--- config.mk ---
export PLATFORM = sky130hd
export DESIGN_NAME = psi_ctrl
export DESIGN_NICKNAME = d
export VERILOG_FILES = /design/src/core/psi_pkg.sv /design/src/core/psi_clkstop.sv /design/src/core/psi_ctrl.sv /design/src/core/psi_sync.sv
export SDC_FILE = /design/constraint.sdc
export NUM_CORES = 1
export LEC_CHECK = 0
export BUFFER_PORTS_ARGS = -buffer_cell sky130_fd_sc_hd__buf_2
export CAP_MARGIN = 20
export CORE_AREA = 5 5 185 187
export DETAILED_ROUTE_END_ITERATION = 7
export DIE_AREA = 0 0 190 192
export MAX_ROUTING_LAYER = met4
export SLEW_MARGIN = 20
export SYNTH_ARGS = -nofsm -noshare
export SYNTH_HDL_FRONTEND = slang
export SYNTH_SLANG_ARGS = --single-unit
--- constraint.sdc ---
create_clock -name i_clk_sys -period 2.35 [get_ports i_clk_sys]
set_clock_uncertainty 0.05 [all_clocks]
set_input_delay 0 -clock i_clk_sys [delete_from_list [all_inputs] [get_ports i_clk_sys]]
set_output_delay 0 -clock i_clk_sys [all_outputs]
set_load 0.02 [all_outputs]
--- src/core/psi_pkg.sv ---
package psi_pkg;

  // ---------------------------------------------------------------
  // clock and timing
  // ---------------------------------------------------------------
  localparam int CLK_NS = 25;
  localparam int SLEEP_IN_US = 10;
  localparam int SLEEP_IN_CYC = (SLEEP_IN_US * 1000 + CLK_NS - 1) / CLK_NS;
  localparam int WAKE_SEL_NS = 200;
  localparam int WAKE_SEL_CYC = (WAKE_SEL_NS + CLK_NS - 1) / CLK_NS;
  localparam int WAKE_US = 150;
  localparam int WAKE_CYC = (WAKE_US * 1000) / CLK_NS;
  localparam int ACC_NS = 200;
  localparam int STOP_EXTRA_NS = 30;
  localparam int STOP_CYC = (ACC_NS + STOP_EXTRA_NS + CLK_NS - 1) / CLK_NS;
  localparam int PWRUP_CYC = 1000;

  typedef logic [15:0] psi_tmr_t;
  localparam psi_tmr_t SLEEP_IN_T = psi_tmr_t'(SLEEP_IN_CYC);
  localparam psi_tmr_t WAKE_SEL_T = psi_tmr_t'(WAKE_SEL_CYC);
  localparam psi_tmr_t WAKE_T = psi_tmr_t'(WAKE_CYC);
  localparam psi_tmr_t STOP_T = psi_tmr_t'(STOP_CYC);
  localparam psi_tmr_t PWRUP_T = psi_tmr_t'(PWRUP_CYC);

  // ---------------------------------------------------------------
  // bus phases, counted in link clock edges
  // ---------------------------------------------------------------
  localparam int LAT_CLKS = 6;
  localparam logic [4:0] CA_EDGES = 5'h06;
  localparam logic [4:0] LAT_EDGES = 5'(2 * LAT_CLKS);
  localparam logic [4:0] LAT_EXT_EDGES = 5'(4 * LAT_CLKS);
  localparam int CA_RW_BIT = 47;
  localparam int CA_SPACE_BIT = 46;

  // ---------------------------------------------------------------
  // configuration register zero
  // ---------------------------------------------------------------
  localparam logic [31:0] CFG0_ADDR = 32'h0000_0800;
  localparam logic [15:0] CFG0_RST = 16'h8f1f;
  localparam int CFG0_SLEEP_BIT = 15;

  typedef enum logic [3:0] {
    ST_PWRUP, ST_STBY, ST_CA, ST_RLAT, ST_WLAT,
    ST_RDAT, ST_WDAT, ST_ZWDAT, ST_SLEEP, ST_WAKE
  } psi_st_e;

  typedef struct packed {
    logic [7:0] byte_lane;
    logic byte_lane_oe;
    logic strobe_mask_line;
    logic strobe_mask_oe;
  } psi_pins_s;

  typedef struct packed {
    logic [31:0] addr;
    logic [7:0] data;
    logic mask;
  } psi_wr_s;

endpackage

--- src/core/psi_clkstop.sv ---
`timescale 1ns/1ps
`default_nettype none

module psi_clkstop (
  // clock and reset
  input wire logic i_clk_sys,
  input wire logic i_rst,
  // link activity
  input wire logic i_active,
  input wire logic i_change,
  // status
  output logic o_stopped
);
  import psi_pkg::*;

  psi_tmr_t cnt_q;
  logic hit;

  assign hit = (cnt_q >= STOP_T - 16'h0001);

  always_ff @(posedge i_clk_sys) begin
    if (i_rst || !i_active || i_change) begin
      cnt_q <= 16'h0000;
    end else if (!hit) begin
      cnt_q <= cnt_q + 16'h0001;
    end
  end

  always_ff @(posedge i_clk_sys) begin
    if (i_rst || !i_active || i_change) begin
      o_stopped <= 1'b0;
    end else if (hit) begin
      o_stopped <= 1'b1;
    end
  end
endmodule

`default_nettype wire

--- src/core/psi_ctrl.sv ---
`timescale 1ns/1ps
`default_nettype none

module psi_ctrl #(
  parameter logic DUAL_DIE = 1'b0,
  parameter psi_pkg::psi_tmr_t WAKE_CYC_P = psi_pkg::WAKE_T,
  parameter psi_pkg::psi_tmr_t PWRUP_CYC_P = psi_pkg::PWRUP_T
) (
  // clock and power-on reset
  input wire logic i_clk_sys,
  input wire logic i_rst,
  // link pins
  input wire logic i_sel_n,
  input wire logic i_ck,
  input wire logic i_clock_complement,
  input wire logic i_warm_rst_n,
  input wire logic [7:0] i_byte_lane,
  input wire logic i_strobe_mask_line,
  output psi_pkg::psi_pins_s o_pins,
  // memory core side
  input wire logic i_refresh_busy,
  input wire logic [7:0] i_rd_data,
  output logic o_rd_req,
  output logic [31:0] o_rd_addr,
  output logic o_wr_valid,
  output psi_pkg::psi_wr_s o_wr,
  // status
  output logic [15:0] o_config_zero,
  output logic o_refresh_en,
  output logic o_deep_sleep,
  output logic o_clock_stop,
  output logic o_standby
);
  import psi_pkg::*;

  // ---------------------------------------------------------------
  // pin synchronisers and edge finding
  // ---------------------------------------------------------------
  logic [12:0] pin_s;
  logic sel_n_s, ck_s, comp_s, warm_n_s, smask_s;
  logic [7:0] byte_s;
  logic ck_q, comp_q;

  psi_sync #(.W(13)) u_sync (
    .i_clk_sys(i_clk_sys),
    .i_async({i_sel_n, i_ck, i_clock_complement, i_warm_rst_n,
              i_strobe_mask_line, i_byte_lane}),
    .o_sync(pin_s)
  );

  assign {sel_n_s, ck_s, comp_s, warm_n_s, smask_s, byte_s} = pin_s;

  always_ff @(posedge i_clk_sys) begin
    ck_q <= ck_s;
    comp_q <= comp_s;
  end

  wire logic sel = !sel_n_s;
  wire logic warm = !warm_n_s;
  wire logic edge_ck = ck_s ^ ck_q;
  wire logic clk_change = edge_ck | (comp_s ^ comp_q);

  // ---------------------------------------------------------------
  // state and storage
  // ---------------------------------------------------------------
  psi_st_e st_q, st_d, ca_nxt;
  logic [4:0] cnt_q;
  logic [39:0] ca_q;
  logic ext_q, rd_q, reg_q, hi_q, rd_pend_q, pend_q;
  logic [7:0] hi_byte_q;
  logic [31:0] addr_q;
  logic [15:0] cfg_q;
  psi_tmr_t tmr_q, low_q;
  psi_pins_s pins_q, pins_d;
  psi_wr_s wr_q;
  logic wr_valid_q, rd_req_q;
  logic stby_q, sleep_q, refr_q;

  // ---------------------------------------------------------------
  // decode
  // ---------------------------------------------------------------
  wire logic [47:0] ca_full = {ca_q, byte_s};
  wire logic in_xfer = st_q inside {ST_CA, ST_RLAT, ST_WLAT,
                                    ST_RDAT, ST_WDAT, ST_ZWDAT};
  wire logic in_data = in_xfer && (st_q != ST_CA);
  wire logic [4:0] lat_len = ext_q ? LAT_EXT_EDGES : LAT_EDGES;
  wire logic ca_done = (st_q == ST_CA) && edge_ck &&
                       (cnt_q == CA_EDGES - 5'h01);
  wire logic lat_done = (st_q inside {ST_RLAT, ST_WLAT}) && edge_ck &&
                        (cnt_q == lat_len - 5'h01);
  wire logic tmr_zero = (tmr_q == 16'h0000);
  wire logic low_ok = (low_q >= WAKE_SEL_T);
  wire logic sleep_go = pend_q && tmr_zero;
  wire logic tmr_ld_wake = warm || ((st_q == ST_SLEEP) && (st_d == ST_WAKE));
  wire logic load = rd_pend_q && (st_q == ST_RDAT) && sel;
  wire logic zw_edge = (st_q == ST_ZWDAT) && edge_ck && sel;
  wire logic hi_step = (reg_q && load) || zw_edge;
  wire logic [15:0] cfg_new = {hi_byte_q, byte_s};
  wire logic cfg_wr = zw_edge && !hi_q && (addr_q == CFG0_ADDR);
  wire logic pend_set = cfg_wr && !cfg_new[CFG0_SLEEP_BIT] && !DUAL_DIE;
  wire logic ext_d = (st_q == ST_STBY) ? i_refresh_busy : ext_q;
  wire logic [7:0] cfg_byte = hi_q ? cfg_q[15:8] : cfg_q[7:0];
  wire logic [7:0] rd_byte = reg_q ? cfg_byte : i_rd_data;
  wire logic wr_fire = (st_q == ST_WDAT) && edge_ck && sel;
  wire logic rd_fire = (st_q == ST_RDAT) && edge_ck && sel;

  assign ca_nxt = ca_full[CA_RW_BIT] ? ST_RLAT :
                  ca_full[CA_SPACE_BIT] ? ST_ZWDAT : ST_WLAT;

  // ---------------------------------------------------------------
  // bus phase sequencing
  // ---------------------------------------------------------------
  always_comb begin
    st_d = st_q;
    case (st_q)
      ST_PWRUP: if (tmr_zero) begin
        st_d = ST_STBY;
      end
      ST_STBY: if (sleep_go) begin
        st_d = ST_SLEEP;
      end else if (sel) begin
        st_d = ST_CA;
      end
      ST_CA: if (ca_done) begin
        st_d = ca_nxt;
      end
      ST_RLAT: if (lat_done) begin
        st_d = ST_RDAT;
      end
      ST_WLAT: if (lat_done) begin
        st_d = ST_WDAT;
      end
      ST_SLEEP: if (!sel && low_ok) begin
        st_d = ST_WAKE;
      end
      ST_WAKE: if (tmr_zero) begin
        st_d = ST_STBY;
      end
      ST_RDAT, ST_WDAT, ST_ZWDAT: st_d = st_q;
      default: st_d = ST_STBY;
    endcase
    if (in_xfer && !sel) begin
      st_d = ST_STBY;
    end
    if (warm) begin
      st_d = ST_WAKE;
    end
  end

  always_ff @(posedge i_clk_sys) begin
    if (i_rst) begin
      st_q <= ST_PWRUP;
    end else begin
      st_q <= st_d;
    end
  end

  always_ff @(posedge i_clk_sys) begin
    if (i_rst || (st_d != st_q)) begin
      cnt_q <= 5'h00;
    end else if (edge_ck && (cnt_q != 5'h1f)) begin
      cnt_q <= cnt_q + 5'h01;
    end
  end

  // ---------------------------------------------------------------
  // command-address capture
  // ---------------------------------------------------------------
  always_ff @(posedge i_clk_sys) begin
    if (i_rst) begin
      ca_q <= 40'h00_0000_0000;
    end else if ((st_q == ST_CA) && edge_ck) begin
      ca_q <= ca_full[39:0];
    end
  end

  always_ff @(posedge i_clk_sys) begin
    if (i_rst) begin
      ext_q <= 1'b0;
      rd_q <= 1'b0;
      reg_q <= 1'b0;
    end else begin
      ext_q <= ext_d;
      if (ca_done) begin
        rd_q <= ca_full[CA_RW_BIT];
        reg_q <= ca_full[CA_SPACE_BIT];
      end
    end
  end

  always_ff @(posedge i_clk_sys) begin
    if (i_rst) begin
      addr_q <= 32'h0000_0000;
    end else if (ca_done) begin
      addr_q <= {ca_full[44:16], ca_full[2:0]};
    end else if (wr_fire || rd_req_q) begin
      addr_q <= addr_q + 32'h0000_0001;
    end
  end

  // ---------------------------------------------------------------
  // configuration register zero and deep sleep timing
  // ---------------------------------------------------------------
  always_ff @(posedge i_clk_sys) begin
    if (i_rst) begin
      hi_q <= 1'b1;
      hi_byte_q <= 8'h00;
    end else begin
      if (ca_done) begin
        hi_q <= 1'b1;
      end else if (hi_step) begin
        hi_q <= !hi_q;
      end
      if (zw_edge && hi_q) begin
        hi_byte_q <= byte_s;
      end
    end
  end

  always_ff @(posedge i_clk_sys) begin
    if (i_rst || (st_d == ST_WAKE)) begin
      cfg_q <= CFG0_RST;
    end else if (cfg_wr) begin
      cfg_q <= cfg_new;
    end
  end

  always_ff @(posedge i_clk_sys) begin
    if (i_rst || tmr_ld_wake || (st_d == ST_SLEEP)) begin
      pend_q <= 1'b0;
    end else if (pend_set) begin
      pend_q <= 1'b1;
    end
  end

  always_ff @(posedge i_clk_sys) begin
    if (i_rst) begin
      tmr_q <= PWRUP_CYC_P;
    end else if (tmr_ld_wake) begin
      tmr_q <= WAKE_CYC_P;
    end else if (pend_set) begin
      tmr_q <= SLEEP_IN_T;
    end else if (!tmr_zero) begin
      tmr_q <= tmr_q - 16'h0001;
    end
  end

  always_ff @(posedge i_clk_sys) begin
    if (i_rst || (st_q != ST_SLEEP) || !sel) begin
      low_q <= 16'h0000;
    end else if (!low_ok) begin
      low_q <= low_q + 16'h0001;
    end
  end

  // ---------------------------------------------------------------
  // pin drive
  // ---------------------------------------------------------------
  always_comb begin
    pins_d = pins_q;
    pins_d.byte_lane_oe = 1'b0;
    pins_d.strobe_mask_oe = 1'b0;
    pins_d.strobe_mask_line = 1'b0;
    case (st_d)
      ST_CA: begin
        pins_d.strobe_mask_oe = 1'b1;
        pins_d.strobe_mask_line = ext_d;
      end
      ST_RLAT: pins_d.strobe_mask_oe = 1'b1;
      ST_RDAT: begin
        pins_d.byte_lane_oe = pins_q.byte_lane_oe || load;
        pins_d.strobe_mask_oe = 1'b1;
        pins_d.strobe_mask_line = load ? !pins_q.strobe_mask_line :
                                         pins_q.strobe_mask_line;
        if (load) begin
          pins_d.byte_lane = rd_byte;
        end
      end
      default: pins_d.strobe_mask_oe = 1'b0;
    endcase
  end

  always_ff @(posedge i_clk_sys) begin
    if (i_rst) begin
      pins_q <= '0;
    end else begin
      pins_q <= pins_d;
    end
  end

  // ---------------------------------------------------------------
  // memory core requests
  // ---------------------------------------------------------------
  always_ff @(posedge i_clk_sys) begin
    if (i_rst) begin
      rd_pend_q <= 1'b0;
      rd_req_q <= 1'b0;
      wr_valid_q <= 1'b0;
      wr_q <= '0;
    end else begin
      rd_pend_q <= rd_fire;
      rd_req_q <= rd_fire && !reg_q;
      wr_valid_q <= wr_fire;
      if (wr_fire) begin
        wr_q <= '{addr: addr_q, data: byte_s, mask: smask_s};
      end
    end
  end

  always_ff @(posedge i_clk_sys) begin
    if (i_rst) begin
      stby_q <= 1'b0;
      sleep_q <= 1'b0;
      refr_q <= 1'b1;
    end else begin
      stby_q <= (st_d == ST_STBY);
      sleep_q <= (st_d == ST_SLEEP);
      refr_q <= (st_d != ST_SLEEP);
    end
  end

  psi_clkstop u_clkstop (
    .i_clk_sys(i_clk_sys),
    .i_rst(i_rst),
    .i_active(in_data && sel),
    .i_change(clk_change),
    .o_stopped(o_clock_stop)
  );

  assign o_pins = pins_q;
  assign o_rd_req = rd_req_q;
  assign o_rd_addr = addr_q;
  assign o_wr_valid = wr_valid_q;
  assign o_wr = wr_q;
  assign o_config_zero = cfg_q;
  assign o_refresh_en = refr_q;
  assign o_deep_sleep = sleep_q;
  assign o_standby = stby_q;
endmodule

`default_nettype wire

--- src/core/psi_sync.sv ---
`timescale 1ns/1ps
`default_nettype none

module psi_sync #(
  parameter int W = 1
) (
  input wire logic i_clk_sys,
  input wire logic [W-1:0] i_async,
  output logic [W-1:0] o_sync
);
  logic [W-1:0] meta_q;

  for (genvar g = 0; g < W; g++) begin : g_bit
    always_ff @(posedge i_clk_sys) begin
      meta_q[g] <= i_async[g];
      o_sync[g] <= meta_q[g];
    end
  end
endmodule

`default_nettype wire

[Word level (Yosys, flattened, before mapping)]
Index checks and enable logic that the tools add are counted.
Storage, ports and cells
  bits in registers: 244
  bits in latches: 0
  memory bits (writable): 0
  memory bits (read-only): 0
  input bits: 24
  output and inout port bits: 106
  word-level logic and storage cells: 176
  memories: 0
Cells by class
  $add $sub $neg: 6
  multiply operators: 0
  div/mod/pow operators: 0
  order comparisons: 2
  equality and inequality tests: 26
  shift operators: 0
  multiplexer cells: 24
  bitwise operators: 4
  reduce and logical (&&, ||, !) cells: 57
Operators by type and width (number)
  2-to-1 mux 32 bit: 2
  2-to-1 mux 13 bit: 3
  2-to-1 mux 4 bit: 9
  adder 16 x 1 -> 16 bit, second input constant: 2
  adder 32 x 1 -> 32 bit, second input constant: 1
  equality test 32 x 12 -> 1 bit, second input constant: 1
  >= comparator 16 x 4 -> 1 bit, second input constant: 2
  case mux 4 bit (7 select lines): 1
  logical AND 1 bit: 25
  equality test 4 x 3 -> 1 bit, second input constant: 5
  equality test 4 x 2 -> 1 bit, second input constant: 4
  equality test 4 bit, second input constant: 4
  logical NOT 16 bit: 1
  2-to-1 mux 8 bit: 2
  subtractor 16 x 1 -> 16 bit, second input constant: 1
  logical OR 1 bit: 12
  OR reduction 3 bit: 3
  equality test 4 x 1 -> 1 bit, second input constant: 2
  != test 4 bit, second input constant: 2
  OR reduction 2 bit: 4
  logical NOT 1 bit: 7
  nonzero test 6 bit: 1
  adder 5 x 1 -> 5 bit, second input constant: 1
  equality test 5 x 3 -> 1 bit, second input constant: 1
  19 further kinds: 23

[Depth between registers and ports, before layout]
Gate-level depths: netlist (run 1).
  depth after elaboration: 13
  gate-level depth with buffers: 10
  depth with buffers taken out: 8

[Hierarchy]
Synthesis (run 1) repeated with hierarchy kept, for this count alone.
Unflattened totals
  cells, all modules: 1105
  area total of the unflattened synthesis: 9649.3 sq um
Modules (own cells, without submodules)
  psi_ctrl: instances 1, cells each 1023, area each 8508.2 sq um, seq. area each 4003.8 sq um
  psi_clkstop: instances 1, cells each 56, area each 620.6 sq um, seq. area each 340.3 sq um
  psi_sync: instances 1, cells each 26, area each 520.5 sq um, seq. area each 520.5 sq um

[Worst setup path before layout (run 1)]
OpenSTA, ideal clock, no wires.
  path kind: reg-to-reg
  start point: register u_sync.o_sync[12]
  end point: register cfg_q[0], in the netlist o_config_zero[0]
  library setup time: 0.119 ns
  data arrival time: 2.062 ns
  required time: 2.181 ns
  path slack: 0.120 ns
  cell stages (with the launch flop): 7
  buffers on the path: 1
  clock period less this slack: 2.230 ns
  path through: dfxtp_1 > or3b_4 > or3_1 > nor3_4 > buf_2 > mux2i_1 > nand2_1
On the way
  cells in the longest elaborated chain, start to end: 7
  elaborated cells between the ends (all ways): 14
  classes of those cells: eq/ne: 1; mux: 6; reduce/logical: 7
Ends and longest elaborated chain
  start: declaration: RTL line psi_sync.sv:9  | output logic [W-1:0] o_sync
  start signal: indexed assignment: RTL line psi_sync.sv:16  | o_sync[g] <= meta_q[g];
  2-to-1 mux 4 bit / logical AND 1 bit (equally long branches): RTL line psi_ctrl.sv:121, psi_ctrl.sv:133
  2-to-1 mux 4 bit, on equally long branches: RTL line psi_ctrl.sv:119, psi_ctrl.sv:133
  case mux 4 bit (7 select lines): RTL line psi_ctrl.sv:115  | case (st_q)
  2-to-1 mux 4 bit: RTL line psi_ctrl.sv:142  | if (in_xfer && !sel) begin
  2-to-1 mux 4 bit: RTL line psi_ctrl.sv:145  | if (warm) begin
  equality test 4 bit: RTL line psi_ctrl.sv:221  | if (i_rst || (st_d == ST_WAKE)) begin
  logical OR 1 bit: RTL line psi_ctrl.sv:221
  end signal: assignment: RTL line psi_ctrl.sv:224  | cfg_q <= cfg_new;
  end: declaration: RTL line psi_ctrl.sv:72  | logic [15:0] cfg_q;
Several ways; a longest one is shown, not always the timed one.
A chain may end at the register's enable or synchronous reset.

[Worst setup path in the final report (run 1)]
  start point: register st_q[2]
  end point: register tmr_q[15]
On the way
  cells in the longest elaborated chain, start to end: 12
  elaborated cells between the ends (all ways): 38
  classes of those cells: eq/ne: 10; mux: 10; reduce/logical: 18
Ends and longest elaborated chain
  start: declaration: RTL line psi_ctrl.sv:66  | psi_st_e st_q, st_d, ca_nxt;
  start signal: assignment: RTL line psi_ctrl.sv:154  | st_q <= st_d;
  equality test 4 x 2 -> 1 bit / equality test 4 x 3 -> 1 bit (equally long branches): RTL line psi_ctrl.sv:83, psi_ctrl.sv:89, psi_ctrl.sv:115
  nonzero test 2 bit: RTL line psi_ctrl.sv:89  | wire logic lat_done = (st_q inside {ST_RLAT, ST_WLAT}) && edge_ck &&
  logical AND 1 bit (2 in series): RTL line psi_ctrl.sv:89
  2-to-1 mux 4 bit, on equally long branches: RTL line psi_ctrl.sv:130, psi_ctrl.sv:127
  case mux 4 bit (7 select lines): RTL line psi_ctrl.sv:115
  2-to-1 mux 4 bit: RTL line psi_ctrl.sv:142
  2-to-1 mux 4 bit: RTL line psi_ctrl.sv:145
  equality test 4 bit: RTL line psi_ctrl.sv:94  | wire logic tmr_ld_wake = warm || ((st_q == ST_SLEEP) && (st_d == ST_WAKE));
  logical AND 1 bit: RTL line psi_ctrl.sv:94
  logical OR 1 bit: RTL line psi_ctrl.sv:94
  OR reduction 3 bit (no line) (*)
  end signal: assignment: RTL line psi_ctrl.sv:244  | tmr_q <= tmr_q - 16'h0001;
  end: declaration: RTL line psi_ctrl.sv:73  | psi_tmr_t tmr_q, low_q;
Every way passes the cells marked *; elsewhere a longest branch is shown, timed or not.

==> results of run 1 <==
==> cells in the final DEF, fill, tap and decap left out, types with 8 or more instances in the layout <==
master,instances
a211oi_1,34
a21oi_1,106
and2_1,28
and3_1,9
and4_1,9
buf_2,128
buf_4,73
clkbuf_16,28
dfxtp_1,242
dlygate4sd3_1,27
ha_1,12
inv_1,17
mux2i_1,30
nand2_1,217
nand3_1,30
nand4_1,19
nor2_1,87
nor3_1,10
nor4_1,22
o21ai_0,8
xnor2_1,21
xor2_1,34
==> worst register-to-register path, stage by stage, from the launching register on <==
cell and delay, ps:
dfxtp_1 330, or3b_4 410, or3_1 370, or4_1 540, and2_4 190, o311ai_4 130, nor2_1 100
==> cell type report <==
cell class,instances,area share
multi-input cells,763,0.361
flip-flops and latches,243,0.388
repair buffers,235,0.127
clock inverters,9,0.0107
well taps,442,0.0441
inverters,18,0.00539
clock buffers,39,0.0640
==> layer usage <==
metal  up-vias  GRT usage  share of wire
met5         -          -              0
met4         0     0.0423          0.027
li1       4151          -              -
met1      3851      0.188           0.48
met3        42     0.0296          0.051
met2       159      0.226           0.45
==> sequential cells by signal, summed over array words and instances (netlist names), 8 cells and up <==
signal	flops
u_sync.meta_q	13
low_q	16
o_pins	11
o_wr	41
ca_q	39
u_sync.o_sync	13
o_config_zero	16
hi_byte_q	8
u_clkstop.cnt_q	16
tmr_q	16
o_rd_addr	32
==> power by group <==
| group | switching [W] | internal, W |
|---|---|---|
| Clock | 0.00171 | 0.00269 |
| Combinational | 0.000197 | 0.000153 |
| Sequential | 0.0000492 | 0.00417 |
| Total | 0.00196 | 0.00701 |
==> how the worst min path moves through the flow <==
stage | from | cells past startpoint | end | slack [ps]
after global placement | i_byte_lane[2] | 1 | u_sync.meta_q[2] | 50
final | i_byte_lane[7] | 2 | u_sync.meta_q[7] | 30
after floorplan | i_byte_lane[0] | 0 | u_sync.meta_q[0] | -20
after CTS | i_byte_lane[7] | 2 | u_sync.meta_q[7] | 3
after detailed placement | i_byte_lane[6] | 1 | u_sync.meta_q[6] | 50
after global routing | i_byte_lane[7] | 2 | u_sync.meta_q[7] | 20
==> timing repair <==
item	4_1_cts	5_1_grt
buffers inserted	0	1
gates resized for setup	3	18
pin swaps	0	4
endpoints found under the setup margin	7	43
hold endpoints to repair	49	0
hold buffers	27	0
==> metrics by stage <==
stage / instances / instance area [sq um] / util
finish: 1749 / 12500 / 0.388
global route: 1749 / 12500 / 0.388
CTS: 1748 / 12400 / 0.385
detailed placement: 1673 / 11200 / 0.347
global placement: 1673 / 11200 / 0.347
floorplan: 1084 / 9570 / -
==> logic make-up (layout without fill, tap and decap cells) <==
family	after synthesis	count (layout)
flip-flops	243	243
XOR/XNOR	55	55
adder cells (fa/ha/maj)	12	12
AO/OA/AOI/OAI	183	183
buffers and inverters	78	301
multiplexers	30	30
AND/OR/NAND/NOR	483	483
==> flow_metrics.py, run 1 <==
metrics = {
    "routing": {
        "vias": 8203,
        "routed_wl_microns": 26300,
        "drtIter0Drc": 307,
        "drc": 0,
        "drt-vias-per-instance": 4.69,
        "wl_per_cell_microns": 15.0,
        "dr.pass1.iters": 5,
        "ant_nets": 0,
    },
    "synth": {
        "ys_ff_latch": 243,
        "synthDistinctLibCells": 59,
        "ys_seq_area_frac": 0.509,
        "ys_async_sr_fraction": 0,
        "synthXorXnorAreaFrac": 0.0504,
        "synth_top_cell_area_share": 0.509,
        "synth_common_cells": "243 x dfxtp_1, 217 x nand2_1, 106 x a21oi_1",
        "synth-compound-area-share": 0.118,
        "synth_top_family_by_area": "simple AND/OR/NAND/NOR gates",
        "synth.most_common_cell": "dfxtp_1",
        "syn_inst": 1084,
        "yosys.area.top_type": "dfxtp_1",
        "yosys.area_share.adder": 0.0157,
        "postSynthAreaPerCell_sq_um": 8.83,
        "synthSimpleGateAreaFrac": 0.245,
        "ys_warn_count": 0,
        "syn-cell-area_sq_mm": 0.00957,
        "synthTopCellsByArea": "dfxtp_1 51%, nand2_1 8.5%, a21oi_1 5.5%",
        "muxShareOfSynthArea": 0.0314,
        "synth_ff_type": "dfxtp_1",
        "synthesis.nets": 1120,
        "synth-edff-count": 0,
    },
    "timing": {
        "rsz0062_at_grt": "false",
        "period_needed_ps": 2260,
        "drv_slew": 0,
        "post-route-period-util": 0.962,
        "fmax_ghz": 0.442,
        "finalSetupViolations": 0,
        "tns_ps": 0,
        "postLayoutSetupSlackWorst_ps": 89.3,
        "holdWs_ps": 34.6,
        "hold_violations": 0,
        "relSlewSlack": 0.538,
        "tightest_slew_ps": 692,
    },
    "global_route": {
        "grt_pass1_vias": 7905,
        "grt_antenna_before_repair": 0,
        "grt-ovfl-total": 0,
        "grt_max_degree": 84,
        "grt_pass1_wl_microns": 41900,
        "grt.total_usage": 0.144,
    },
    "setup_path": {
        "endpoint": "tmr_q[15]",
        "cp_num_cells": 6,
        "start_kind": "flop",
        "reg2reg_to": "tmr_q[15]",
        "slowest_delay_ps": 540,
        "cp_num_buf_inv": 0,
        "reg2reg_from": "st_q[2]",
        "cp.arrival_ps": 2610,
        "crit_fanout": 7,
        "cp_slowest_cell": "or4_1",
        "critical-path-top-delay-family": "simple AND/OR/NAND/NOR gates",
        "r2r_cells": 6,
        "crit_type": "flop to flop",
        "end_kind": "flop",
        "required_ps": 2700,
        "rrSetupSlack_ps": 90,
        "worstSetupStartpoint": "st_q[2]",
        "crit_chain": "or3b_4 > or3_1 > or4_1 > and2_4 > o311ai_4 > nor2_1",
    },
    "clock_tree": {
        "clk_path_buf_depth": 3,
        "clk_latency_ps": 550,
        "cts.reportedPaths.clkPinSlew_ps": 60,
        "cts_sinks": 243,
        "cts_tree": "done",
        "htreeDepth": 1,
        "cts_buffers": 28,
        "clk_root_buffer_cell": "clkbuf_16",
    },
    "power": {
        "peakVddDrop_uv": 632,
        "p_leak_nw": 5.01,
        "p_per_area_mw_per_mm2": 716,
        "power.total_w": 0.00897,
    },
    "placement": {
        "pre_cts_slack_ps": -6.17,
        "port_buffers": 129,
        "place_congestion": 0.841,
        "dp.final_hpwl_microns": 18000,
    },
    "floorplan": {
        "die_h_microns": 192,
        "io_pins": 130,
        "die_width_microns": 190,
        "die_area_sq_mm": 0.0365,
        "fp-row-count": 66,
        "start_util": 0.296,
        "core_area_sq_mm": 0.0323,
    },
    "cells_and_area": {
        "multi_input_area_sq_mm": 0.00453,
        "fillers": 3250,
        "layout.nets": 1325,
        "regArea_sq_mm": 0.00487,
        "antenna_cells": 0,
        "drive_gt1_frac": 0.219,
        "area_growth_pct": 31.1,
    },
    "hold_path": {
        "hp-class": "input pin to flop",
    },
    "status": {
        "status": "finished, final reports clean",
    },
    "run": {
        "maxCapViolCount": 0,
    },
}
Note: power is estimated with default switching activity, not from simulation.
==> run 2: changes to the inputs <==
CORE_AREA = 5 5 186 188   (was 5 5 185 187)
DIE_AREA = 0 0 191 193   (was 0 0 190 192)
SYNTH_HIERARCHICAL = 1   (was default)
==> run 2 against run 1 <==
Against the previous run: the run now ends with negative setup slack left; sequential power hardly changed; hold slack better by 14 ps; area after synthesis is 0.86% higher; sequential share of layout area is 0.49 points lower; via count is 2.9% higher; maximum frequency is 9.7% lower; sequential cell count stayed put; die area is 1.0% higher; final cell count is 2.2% higher; routed wire length is 2.0% higher; non-clock buffer count is 19 higher; largest power group is now registers; highest routed layer unchanged.
==> flow_metrics.py, run 2 <==
metrics = {
    "routing": {
        "drt-vias-per-instance": 4.72,
        "dr.pass1.iters": 5,
        "routed_wl_microns": 26800,
        "vias": 8437,
        "wl_per_cell_microns": 15.0,
        "ant_nets": 0,
        "drc": 0,
        "drtIter0Drc": 447,
    },
    "timing": {
        "period_needed_ps": 2500,
        "post-route-period-util": 1.07,
        "relSlewSlack": 0.509,
        "fmax_ghz": 0.399,
        "drv_slew": 0,
        "postLayoutSetupSlackWorst_ps": -153,
        "tightest_slew_ps": 730,
        "finalSetupViolations": 25,
        "hold_violations": 0,
        "rsz0062_at_grt": "true",
    },
    "global_route": {
        "grt_pass1_vias": 8097,
        "grt_pass1_wl_microns": 43000,
        "grt_max_degree": 64,
        "grt_antenna_before_repair": 0,
        "grt.total_usage": 0.145,
        "grt-ovfl-total": 0,
    },
    "power": {
        "p_leak_nw": 4.98,
        "peakVddDrop_uv": 513,
        "p_per_area_mw_per_mm2": 687,
    },
    "floorplan": {
        "fp-row-count": 67,
        "core_area_sq_mm": 0.0329,
        "start_util": 0.293,
        "die_width_microns": 191,
        "io_pins": 130,
        "die_area_sq_mm": 0.0369,
        "die_h_microns": 193,
    },
    "hold_path": {
        "hp-start": "i_ck",
        "holdPathEnd": "u_sync/meta_q[11]",
        "whs_path_depth": 2,
        "hp-class": "input pin to flop",
    },
    "status": {
        "violations": "negative setup slack",
        "status": "finished with violations",
    },
    "synth": {
        "synth_ff_type": "dfxtp_1",
        "yosys.area.top_type": "dfxtp_1",
        "syn-cell-area_sq_mm": 0.00965,
        "ys_seq_area_frac": 0.504,
        "ys_warn_count": 6,
        "synth.most_common_cell": "dfxtp_1",
        "synth_common_cells": "243 x dfxtp_1, 218 x nand2_1, 106 x a21oi_1",
        "synthDistinctLibCells": 70,
        "ys_async_sr_fraction": 0,
        "synth_top_cell_area_share": 0.504,
        "synthTopCellsByArea": "dfxtp_1 50%, nand2_1 8.5%, a21oi_1 5.5%",
        "synth-edff-count": 0,
        "postSynthAreaPerCell_sq_um": 8.73,
        "ys_ff_latch": 243,
        "synthesis.nets": 1140,
        "syn_inst": 1105,
    },
    "clock_tree": {
        "htreeDepth": 1,
        "cts_buffers": 27,
        "clk_latency_ps": 530,
        "cts_tree": "done",
        "clk_path_buf_depth": 3,
        "cts.reportedPaths.clkPinSlew_ps": 60,
        "clk_root_buffer_cell": "clkbuf_16",
        "cts_sinks": 243,
    },
    "cells_and_area": {
        "post-route-util": 0.386,
        "antenna_cells": 0,
        "mostFrequentLayoutCell": "dfxtp_1",
        "fin_cells": 1787,
        "most-common-layout-cells": "238 x dfxtp_1, 217 x nand2_1, 128 x buf_2",
        "drive_gt1_frac": 0.249,
        "area_growth_pct": 31.7,
        "layout.nets": 1355,
        "largest_register_ffs": 41,
    },
    "placement": {
        "dp_cells": 1707,
        "dp.final_hpwl_microns": 18300,
        "place_congestion": 0.879,
        "port_buffers": 129,
        "pre_cts_slack_ps": -140,
    },
    "setup_path": {
        "r2r_cells": 6,
        "rrSetupSlack_ps": -150,
        "cp.arrival_ps": 2920,
        "reg2reg_from": "ext_q",
        "reg2reg_to": "o_pins[1]",
        "required_ps": 2760,
        "crit_fanout": 3,
        "end_kind": "flop",
        "start_kind": "flop",
        "crit_type": "flop to flop",
    },
    "run": {
        "maxCapViolCount": 0,
    },
}
==> run 2: changes by cell type in the layout (fill, tap and decap cells not counted), sizes merged, moves of 6 or more <==
cell,change
buf,+22
clkbuf,-6
nor3,+14
nor4,-6
o21ai,+6
==> run 2: critical path: stages (launching register included) <==
cell and delay [ps]:
dfxtp_2 320, or4b_4 530, a211o_1 290, a221o_1 290, a211o_1 300, or4_4 560, o22ai_2 100
==> run 2: power by group <==
| part | switching, W | internal [W] |
|---|---|---|
| Sequential | 0.0000386 | 0.00417 |
| Combinational | 0.000223 | 0.000185 |
| Clock | 0.00171 | 0.00242 |
| Total | 0.00197 | 0.00677 |
==> run 2: repair_timing <==
item                       CTS  global route
gates cloned                 1             0
hold endpoints to repair    48             0
pin swaps                    4            12
setup endpoints to repair   29            51
resized for setup           21            24
buffers inserted             2             6
hold buffers                24             0
==> run 2: kinds of logic after synthesis <==
| family | Yosys count | synth area share |
|---|---|---|
| compound gates | 195 | 0.123 |
| xor+xnor | 49 | 0.0445 |
| fa+ha+maj | 11 | 0.0143 |
| buf+inv | 89 | 0.0397 |
| flops | 243 | 0.504 |
| mux | 27 | 0.0283 |
| simple gates | 491 | 0.246 |
==> run 2: layout make-up <==
class / instances / area (sq um)
Fill cell: 3357 / 20200
Inverter: 21 / 78.8
Multi-Input combinational cell: 773 / 4590
Clock buffer: 33 / 728
Timing Repair Buffer: 254 / 1750
Clock inverter: 15 / 135
Sequential cell: 243 / 4870
Tap cell: 448 / 561
==> run 2: how the worst max path moves through the flow <==
stage | to | slack, ps | depth (start not counted) | startpoint
2_1_floorplan | o_pins[1] | -70 | 6 | cnt_q[2]
3_3_place_gp | o_refresh_en | -120 | 9 | tmr_q[0]
3_5_place_dp | o_pins[1] | -140 | 6 | ext_q
4_1_cts | o_pins[1] | -150 | 6 | ext_q
5_1_grt | o_pins[1] | -220 | 6 | ext_q
6_report | o_pins[1] | -150 | 6 | ext_q
==> run 2: routing by layer <==
metal,wire [microns],global-route usage,part of all wire
met3,1090,0.0171,0.040
met2,12300,0.230,0.46
met1,12800,0.200,0.48
met4,613,0.0365,0.023
met5,0,-,0
==> run 2: metrics by stage <==
step | hold slack (ps) | power, W | setup TNS [ps] | cell area (sq um)
5_1_grt | 33.6 | 0.00907 | -3530 | 12700
3_3_place_gp | 52.1 | 0.00464 | -703 | 11400
2_1_floorplan | -22.3 | 0.00448 | -273 | 9660
6_report | 48.1 | 0.00874 | -1670 | 12700
4_1_cts | 17.3 | 0.00884 | -852 | 12600
3_5_place_dp | 53.6 | 0.00464 | -1680 | 11400
